===== src/rtl/baud_pkg.sv =====
package baud_pkg;
  // bus geometry
  localparam int ADDR_W = 12;
  localparam int DATA_W = 8;
  // register byte addresses
  localparam logic [11:0] OFS_MODE_TWO_CH0 = 12'h205;
  localparam logic [11:0] OFS_BAUD_CONTROL = 12'h20b;
  localparam logic [11:0] OFS_BAUD_FRACTION = 12'h20c;
  localparam logic [11:0] OFS_MODE_TWO_CH1 = 12'h20d;
  // baud control field positions
  localparam int POS_FRAC_EN = 6;
  localparam int POS_PRESCALE_HI = 5;
  localparam int POS_PRESCALE_LO = 4;
  localparam int POS_DIVISOR_LSB = 0;
  localparam int BAUD_CTL_BITS = 7;
  // baud fraction field positions
  localparam int POS_FRACTION_LSB = 0;
  localparam int POS_PHASE_LSB = 4;
  // second mode register field positions
  localparam int POS_IDLE_RUN = 7;
  localparam int POS_DUPLEX = 6;
  // reset values
  localparam logic [6:0] RST_BAUD_CTL = 7'h00;
  localparam logic [3:0] RST_FRACTION = 4'h0;
  localparam logic [1:0] RST_MODE_TWO = 2'h0;
  // prescaler tap select codes
  localparam logic [1:0] TAP_SEL_A = 2'h0;
  localparam logic [1:0] TAP_SEL_B = 2'h1;
  localparam logic [1:0] TAP_SEL_C = 2'h2;
  localparam logic [1:0] TAP_SEL_D = 2'h3;
  // divisor and fraction codes with special meaning
  localparam logic [3:0] DIV_CODE_SIXTEEN = 4'h0;
  localparam logic [3:0] DIV_CODE_ONE = 4'h1;
  localparam logic [3:0] FRACTION_OFF = 4'h0;
endpackage


===== src/rtl/frac_divider.sv =====
`timescale 1ns/100ps
module frac_divider import baud_pkg::*; #(
  parameter int DIV_BITS = 4
) (
  input wire logic mclk,
  input wire logic sys_rst,
  input wire logic tick_in,
  input wire logic [DIV_BITS-1:0] divisor_code,
  input wire logic [DIV_BITS-1:0] fraction_k,
  input wire logic fraction_on,
  output logic tick_out,
  output logic [DIV_BITS-1:0] phase
);
  localparam int CNT_BITS = DIV_BITS + 1;
  localparam logic [CNT_BITS-1:0] FULL_SPAN = CNT_BITS'(1 << DIV_BITS);

  // the fraction step is tied to the 4-bit field layout
  generate
    if (DIV_BITS != 4) begin : g_bad_width
      $error("frac_divider supports DIV_BITS = 4 only");
    end
  endgenerate

  typedef struct packed {
    logic [CNT_BITS-1:0] cnt;
    logic [DIV_BITS-1:0] acc;
    logic stretch;
    logic tick;
  } div_state_t;

  div_state_t div_reg, div_next;
  logic [CNT_BITS-1:0] n_value;
  logic [CNT_BITS-1:0] top;
  logic [CNT_BITS-1:0] step;
  logic [CNT_BITS-1:0] sum;

  // period arithmetic
  always_comb begin
    // RULE2: zero code means sixteen
    n_value = (divisor_code == '0) ? FULL_SPAN : {1'b0, divisor_code};
    top = n_value - CNT_BITS'(1) + CNT_BITS'(div_reg.stretch);
    step = FULL_SPAN - {1'b0, fraction_k};
    sum = {1'b0, div_reg.acc} + step;
  end

  // counter with bresenham stretch; >= keeps a shrunk divisor from running away
  always_comb begin
    div_next = div_reg;
    div_next.tick = 1'b0;
    if (tick_in) begin
      if (div_reg.cnt >= top) begin
        div_next.cnt = '0;
        div_next.tick = 1'b1;
        // RULE14: stretch 16-K of 16 periods
        if (fraction_on) begin
          div_next.acc = sum[DIV_BITS-1:0];
          div_next.stretch = sum[DIV_BITS];
        end else begin
          // RULE3: plain divide by n
          div_next.acc = '0;
          div_next.stretch = 1'b0;
        end
      end else begin
        div_next.cnt = div_reg.cnt + CNT_BITS'(1);
      end
    end
  end

  always_ff @(posedge mclk) begin
    if (sys_rst) begin
      div_reg <= '0;
    end else begin
      div_reg <= div_next;
    end
  end

  assign tick_out = div_reg.tick;
  assign phase = div_reg.acc;
endmodule


===== src/rtl/serial_baud_ctrl.sv =====
`timescale 1ns/100ps
// Function
// RULE1: a 2-bit select picks prescaler tap a, b, c or d for codes 00, 01, 10 and 11.
// RULE2: the 4-bit divisor field gives N from 1 to 15, and code 0000 means N of 16.
// RULE3: the fraction enable adds (16-K)/16 to the divide when set, and plain N is used when clear.
// RULE4: the 4-bit fraction field holds K, where 1 to 15 give N + (16-K)/16 and 0 turns the fraction off.
// RULE5: the fraction only acts for N from 2 to 15 and only in a UART mode, never in I/O mode.
// RULE6: software uses N of 1 without fraction only in UART modes, not in synchronous I/O mode.
// RULE7: software writes a nonzero K before it sets the fraction enable.
// RULE8: writes to the upper four bits of the fraction register are ignored and their read value is free.
// RULE9: software never does read-modify-write on the channel 0 data buffer.
// RULE10: software never does read-modify-write on the channel 1 data buffer.
// RULE11: bit 7 of each second mode register keeps the channel running in light sleep when 1, stops it when 0.
// RULE12: bit 6 of each second mode register selects full duplex when 1 and half duplex when 0.
// RULE13: all implemented bits of the baud control and fraction registers reset to zero, bit 7 is written 0.
// RULE14: the fraction is made by lengthening 16-K of every 16 output periods by one input tick.
// RULE15: in synchronous output mode with full duplex, transmit and receive use opposite clock edges.
module serial_baud_ctrl import baud_pkg::*; (
  input wire logic mclk,
  input wire logic sys_rst,
  // register port
  input wire logic [ADDR_W-1:0] reg_addr,
  input wire logic [DATA_W-1:0] reg_wdata,
  input wire logic reg_wr,
  input wire logic reg_rd,
  output logic [DATA_W-1:0] reg_rdata,
  // prescaler ticks, one cycle each, from the mclk prescaler
  input wire logic prescale_tap_a,
  input wire logic prescale_tap_b,
  input wire logic prescale_tap_c,
  input wire logic prescale_tap_d,
  // channel 1 operating mode from the channel's own mode logic
  input wire logic uart_mode_ch1,
  input wire logic sclk_output_mode_ch1,
  input wire logic edge_select_ch1,
  // power state from the clock controller
  input wire logic light_sleep_state,
  // outputs to the channels
  output logic baud_tick,
  output logic baud_clock,
  output logic run_enable_ch0,
  output logic run_enable_ch1,
  output logic duplex_select_ch0,
  output logic duplex_select_ch1,
  output logic tx_on_falling_ch1,
  output logic rx_on_falling_ch1
);

  typedef struct packed {
    logic [BAUD_CTL_BITS-1:0] baud_ctl;
    logic [3:0] fraction;
    logic idle_run_select_ch0;
    logic duplex_select_ch0;
    logic idle_run_select_ch1;
    logic duplex_select_ch1;
    logic [DATA_W-1:0] rdata;
    logic tap_tick;
    logic baud_tick;
    logic baud_clock;
    logic run_ch0;
    logic run_ch1;
    logic tx_fall;
    logic rx_fall;
  } ctrl_state_t;

  ctrl_state_t ctrl_reg, ctrl_next;

  // decoded fields of the baud control and fraction registers, and signals derived from them
  logic fraction_divide_enable;
  logic prescale_select_high;
  logic prescale_select_low;
  logic [3:0] integer_divisor_field;
  logic [3:0] fraction_term_field;
  logic [1:0] tap_select;
  logic tap_now;
  logic fraction_allowed;
  logic fraction_active;
  logic div_tick;
  logic [3:0] div_phase;

  // field split of the stored control bits
  always_comb begin
    fraction_divide_enable = ctrl_reg.baud_ctl[POS_FRAC_EN];
    prescale_select_high = ctrl_reg.baud_ctl[POS_PRESCALE_HI];
    prescale_select_low = ctrl_reg.baud_ctl[POS_PRESCALE_LO];
    integer_divisor_field = ctrl_reg.baud_ctl[POS_DIVISOR_LSB +: 4];
    fraction_term_field = ctrl_reg.fraction;
    tap_select = {prescale_select_high, prescale_select_low};
  end

  // input tap multiplexer
  always_comb begin
    // RULE1: tap select decode
    unique case (tap_select)
      TAP_SEL_A: tap_now = prescale_tap_a;
      TAP_SEL_B: tap_now = prescale_tap_b;
      TAP_SEL_C: tap_now = prescale_tap_c;
      TAP_SEL_D: tap_now = prescale_tap_d;
    endcase
  end

  // fraction qualification; N of 1 or 16 would make the stretch dominate the period
  always_comb begin
    // RULE5: valid for n 2..15 in uart
    fraction_allowed = (integer_divisor_field != DIV_CODE_SIXTEEN)
      && (integer_divisor_field != DIV_CODE_ONE)
      && uart_mode_ch1;
    // RULE4: zero k keeps fraction off
    fraction_active = fraction_divide_enable
      && (fraction_term_field != FRACTION_OFF)
      && fraction_allowed;
  end

  // divide engine, fed from the registered tap tick
  frac_divider #(
    .DIV_BITS(4)
  ) u_divider (
    .mclk(mclk),
    .sys_rst(sys_rst),
    .tick_in(ctrl_reg.tap_tick),
    .divisor_code(integer_divisor_field),
    .fraction_k(fraction_term_field),
    .fraction_on(fraction_active),
    .tick_out(div_tick),
    .phase(div_phase)
  );

  // next-state logic for registers, readback and channel controls
  always_comb begin
    ctrl_next = ctrl_reg;
    ctrl_next.tap_tick = tap_now;
    ctrl_next.baud_tick = div_tick;
    ctrl_next.rdata = '0;

    // register writes; unmapped addresses are ignored
    if (reg_wr) begin
      unique case (reg_addr)
        OFS_MODE_TWO_CH0: begin
          // RULE11: idle run bit channel 0
          ctrl_next.idle_run_select_ch0 = reg_wdata[POS_IDLE_RUN];
          // RULE12: duplex bit channel 0
          ctrl_next.duplex_select_ch0 = reg_wdata[POS_DUPLEX];
        end
        OFS_BAUD_CONTROL: begin
          // RULE13: bit 7 not stored
          ctrl_next.baud_ctl = reg_wdata[BAUD_CTL_BITS-1:0];
        end
        OFS_BAUD_FRACTION: begin
          // RULE8: upper nibble discarded
          ctrl_next.fraction = reg_wdata[POS_FRACTION_LSB +: 4];
        end
        OFS_MODE_TWO_CH1: begin
          // RULE11: idle run bit channel 1
          ctrl_next.idle_run_select_ch1 = reg_wdata[POS_IDLE_RUN];
          // RULE12: duplex bit channel 1
          ctrl_next.duplex_select_ch1 = reg_wdata[POS_DUPLEX];
        end
        default: begin
        end
      endcase
    end

    // register reads, data valid the cycle after the strobe
    if (reg_rd) begin
      unique case (reg_addr)
        OFS_MODE_TWO_CH0: begin
          ctrl_next.rdata[POS_IDLE_RUN] = ctrl_reg.idle_run_select_ch0;
          ctrl_next.rdata[POS_DUPLEX] = ctrl_reg.duplex_select_ch0;
        end
        OFS_BAUD_CONTROL: begin
          ctrl_next.rdata = {1'b0, ctrl_reg.baud_ctl};
        end
        OFS_BAUD_FRACTION: begin
          // free upper bits show the live fraction phase, handy for debug
          ctrl_next.rdata = {div_phase, ctrl_reg.fraction};
        end
        OFS_MODE_TWO_CH1: begin
          ctrl_next.rdata[POS_IDLE_RUN] = ctrl_reg.idle_run_select_ch1;
          ctrl_next.rdata[POS_DUPLEX] = ctrl_reg.duplex_select_ch1;
        end
        default: begin
          ctrl_next.rdata = '0;
        end
      endcase
    end

    // half-rate clock for the synchronous shift clock
    if (div_tick) begin
      ctrl_next.baud_clock = ~ctrl_reg.baud_clock;
    end

    // RULE11: stop in light sleep unless run
    ctrl_next.run_ch0 = ~light_sleep_state | ctrl_reg.idle_run_select_ch0;
    ctrl_next.run_ch1 = ~light_sleep_state | ctrl_reg.idle_run_select_ch1;

    // receive follows the edge select; transmit follows it too in half duplex
    ctrl_next.rx_fall = edge_select_ch1;
    ctrl_next.tx_fall = edge_select_ch1;
    // RULE15: opposite edge in full duplex
    if (sclk_output_mode_ch1 && ~uart_mode_ch1 && ctrl_reg.duplex_select_ch1) begin
      ctrl_next.tx_fall = ~edge_select_ch1;
    end
  end

  // single state register
  always_ff @(posedge mclk) begin
    if (sys_rst) begin
      ctrl_reg <= '0;
      // RULE13: control and fraction cleared
      ctrl_reg.baud_ctl <= RST_BAUD_CTL;
      ctrl_reg.fraction <= RST_FRACTION;
      {ctrl_reg.idle_run_select_ch0, ctrl_reg.duplex_select_ch0} <= RST_MODE_TWO;
      {ctrl_reg.idle_run_select_ch1, ctrl_reg.duplex_select_ch1} <= RST_MODE_TWO;
    end else begin
      ctrl_reg <= ctrl_next;
    end
  end

  // outputs straight from the state register
  assign reg_rdata = ctrl_reg.rdata;
  assign baud_tick = ctrl_reg.baud_tick;
  assign baud_clock = ctrl_reg.baud_clock;
  assign run_enable_ch0 = ctrl_reg.run_ch0;
  assign run_enable_ch1 = ctrl_reg.run_ch1;
  assign duplex_select_ch0 = ctrl_reg.duplex_select_ch0;
  assign duplex_select_ch1 = ctrl_reg.duplex_select_ch1;
  assign tx_on_falling_ch1 = ctrl_reg.tx_fall;
  assign rx_on_falling_ch1 = ctrl_reg.rx_fall;

endmodule


===== config.mk =====
export PLATFORM = sky130hd
export DESIGN_NAME = serial_baud_ctrl
export DESIGN_NICKNAME = d
export VERILOG_FILES = /design/src/rtl/baud_pkg.sv /design/src/rtl/frac_divider.sv /design/src/rtl/serial_baud_ctrl.sv
export SDC_FILE = /design/constraint.sdc
export NUM_CORES = 1
export LEC_CHECK = 0
export BUFFER_PORTS_ARGS = -buffer_cell sky130_fd_sc_hd__buf_2
export CAP_MARGIN = 20
export CORE_ASPECT_RATIO = 0.6
export CORE_MARGIN = 2
export CORE_UTILIZATION = 55
export DETAILED_ROUTE_END_ITERATION = 16
export PLACE_DENSITY = 0.81
export RECOVER_POWER = 50
export SYNTH_ARGS = -nofsm -noshare
export SYNTH_HDL_FRONTEND = slang
export SYNTH_SLANG_ARGS = --single-unit

===== constraint.sdc =====
create_clock -name mclk -period 4.22 [get_ports mclk]
set_input_delay 0 -clock mclk [delete_from_list [all_inputs] [get_ports mclk]]
set_output_delay 0 -clock mclk [all_outputs]
set_load 0.05 [all_outputs]

==> qor.yml <==
die:
  dieArea_um2: 4251
  io_pins: 48
  dieWidth_um: 82.86
  die_y_um: 51.31
  rows: 17
  core-area_um2: 3616
  start_util_pct: 56.75
clocking:
  cts_root_buffer: "clkbuf_8"
  cts_buffers: 5
  cts.clk_slew.worst_paths_ps: 70
  tritoncts: "yes"
  htree_levels: 2
  clockBufferDepth: 2
  cts.repair.resized: 0
  cts.sinks: 41
  ctsHoldBuffers: 10
  cts_setup_buffers: 0
  clk_latency_ps: 290
power:
  ir_worst_vdd_mv: 0.2257
  power.leakage_nw: 0.9139
  seqPwrFrac_pct: 56.7
  pwr-share-clk_pct: 35.3
  powerDensity_nw_per_um2: 289.9
  p_sw_share_pct: 23.75
  p_int_uw: 529.9
  p_sw_uw: 165.1
  p_comb_share_pct: 8.1
synthesis:
  yosys_warnings: 0
  synth_top_area_cell: "dfxtp_1"
  synth_ff_type: "dfxtp_1"
  synth_edf_count: 0
  synth_nets: 261
  synthAdderAreaFrac_pct: 8.293
  syn_area_um2: 2052
  async_flop_share_pct: 0
  ys_seq_area_share_pct: 40.00
  synth_top_family_by_area: "simple AND/OR/NAND/NOR gates"
  synth_top_area_share_pct: 40.00
  yosys.area_share.simple_pct: 21.10
  synth.distinct_cells: 40
  ys_top_cells_by_area: "dfxtp_1 (40%), ha_1 (7.3%), nor2_1 (4.0%)"
  synth_area_per_cell_um2: 9.500
  netlist_instances: 216
  synth_xor_area_share_pct: 4.695
  synth_seq_cells: 41
  synth.area.mux_share_pct: 5.061
  synth_compound_area_share_pct: 14.02
routing:
  first_pass_iters: 4
  antenna_left: 0
  vias_per_cell: 5.299
  wire_per_inst_um: 13.21
  drt-initial-drc-count: 87
  num_vias: 1664
  finalWirelength_um: 4147
  drc: 0
timing:
  skew_ps: 5.165
  max_slew_margin_pct: 38.36
  setup_tns_ps: 0
  hold_slack_ps: 38.58
  hold_viol_final: 0
  fin_crit_ps: 2665
  tightest_slew_ps: 911.7
  rsz0062_at_grt: "false"
  final_max_slew_viol_count: 0
  fmax_mhz: 375.2
  finalSetupViolCount: 0
  worst_slack_ps: 1555
  finalCritPeriodShare_pct: 63.16
global_routing:
  grt_start_max_net_pins: 28
  grt.overflow.total: 0
  grt_pass1_vias: 1517
  grt_pass1_wl_um: 7010
  grt_antenna_before_repair: 0
  globalRouteTotalUtil_pct: 21.39
run:
  maxCapViolations: 0
placement:
  dp_slack_ps: 1572
  hpwl_um: 3153
  io_buffer_count: 47
  globalplace.congestion: 0.8963
worst_setup_path:
  crit_fanout: 5
  path_cells: "inv_1 > ha_1 > ha_1 > xnor2_1 > or3_1 > ha_1 > a21oi_1 > nor2b_1 > a41oi_1 > and2b_1 > a22o_1"
  cpMaxStageDelayCell: "a41oi_1"
  crit_family: "adder cells"
  end_kind: "flop"
  start_kind: "flop"
  cp_common_cell: "ha_1"
  cp_data_required_time_ps: 4460
  path_buf_inv: 1
  worstPathArrival_ps: 2910
  critPathMaxStageDelay_ps: 390
  path_class: "reg -> reg"
finish:
  layout-drive-gt1-share_pct: 17.60
  antennaDiodeCount: 0
  largest_reg_flops: 10
  nNetsFinal: 311
  area_growth_pct: 16.83
run_status:
  status: "completed"
min_path:
  hp-class: "in -> reg"
[power groups by stage]
stage          clock network, mW  registers, mW  logic, mW
3_3_place_gp                   0          0.403     0.0505
3_5_place_dp                   0          0.402     0.0515
4_1_cts                    0.251          0.393     0.0586
5_1_grt                    0.272          0.394     0.0618
2_1_floorplan                  0          0.408     0.0205
6_report                   0.245          0.394     0.0560
[cell type report]
class / instances / area [um^2]
clock buffer: 6 / 72.57
clock inverter: 2 / 10.01
fill: 316 / 1219
inverter: 14 / 52.55
multi-input combinational: 147 / 1069
sequential: 41 / 820.8
tap: 47 / 58.81
timing repair buffer: 57 / 314.1
[logic make-up after synthesis]
| kind of cell | count (synthesis) |
|---|---|
| simple gates | 71 |
| compound gates | 43 |
| flops | 41 |
| buf+inv | 28 |
| fa+ha+maj | 13 |
| xor+xnor | 11 |
| mux | 9 |
[synthesized netlist by cell type (all sizes together), types with 2 or more instances]
library cell   n
dfxtp         41
nor2          24
nand2         20
a21oi         14
inv           14
ha            12
buf           11
o21ai          8
a22o           7
a22oi          7
mux2i          7
nor2b          7
xor2           6
nand3          5
xnor2          5
a21o           3
clkbuf         3
nor4           3
a2111oi        2
nand2b         2
nand4          2
nor3           2
[worst reg2reg max path, cell delays in order (launching register included)]
cell and delay [ps]:
dfxtp_1 370, inv_1 60, ha_1 210, ha_1 220, xnor2_1 130, or3_1 310, ha_1 300, a21oi_1 130
nor2b_1 60, a41oi_1 390, and2b_1 270, a22o_1 160
[placed cells by master (no fill, tap or decap), types with 2 or more instances in the layout]
master / synthesis / final
dfxtp_1: 41 / 41
buf_2: 1 / 30
nor2_1: 22 / 23
nand2_1: 19 / 19
clkbuf_1: 3 / 18
inv_1: 14 / 14
a21oi_1: 14 / 14
ha_1: 12 / 12
dlygate4sd3_1: 0 / 10
o21ai_0: 8 / 8
nor2b_1: 7 / 7
mux2i_1: 7 / 7
a22o_1: 7 / 7
a22oi_1: 7 / 7
xor2_1: 6 / 6
xnor2_1: 5 / 5
clkbuf_8: 0 / 5
nand3_1: 4 / 4
a21o_1: 3 / 3
nor4_4: 2 / 2
nor3_4: 2 / 2
nand2b_1: 2 / 2
nand4_1: 2 / 2
clkinv_2: 0 / 2
[metal layers]
layer / part of all wire [%] / wire length, um / GRT usage, %
met1: 51 / 2110 / 29.53
met2: 41 / 1702 / 31.85
met3: 6.3 / 260 / 5.493
met4: 1.8 / 73 / 9.016
met5: 0 / 0 / 0
[worst paths after layout]
| kind | depth (start not counted) | slack [ps] | startpoint | end |
|---|---|---|---|---|
| setup / recovery | 11 | 1550 | ctrl_reg[23]$_SDFFE_PP0P_ | u_divider.div_reg[1]$_SDFFE_PP0P_ |
| hold / removal | 4 | 40 | reg_addr[6] | reg_rdata[6]$_SDFF_PP0_ |
| setup reg to reg | 11 | 1550 | ctrl_reg[23]$_SDFFE_PP0P_ | u_divider.div_reg[1]$_SDFFE_PP0P_ |
| hold reg to reg | 2 | 470 | ctrl_reg[18]$_SDFFE_PP0P_ | run_enable_ch0$_SDFF_PP0_ |
[metrics by stage]
step	cells	power (mW)	util (%)	instance area [um^2]
global route	314	0.7278	66.30	2397
finish	314	0.6950	66.30	2397
global placement	296	0.4531	62.46	2258
CTS	314	0.7033	67.51	2441
floorplan	216	0.4289	-	2052
detailed placement	296	0.4540	62.46	2258
(Power assumes the default switching activity.)
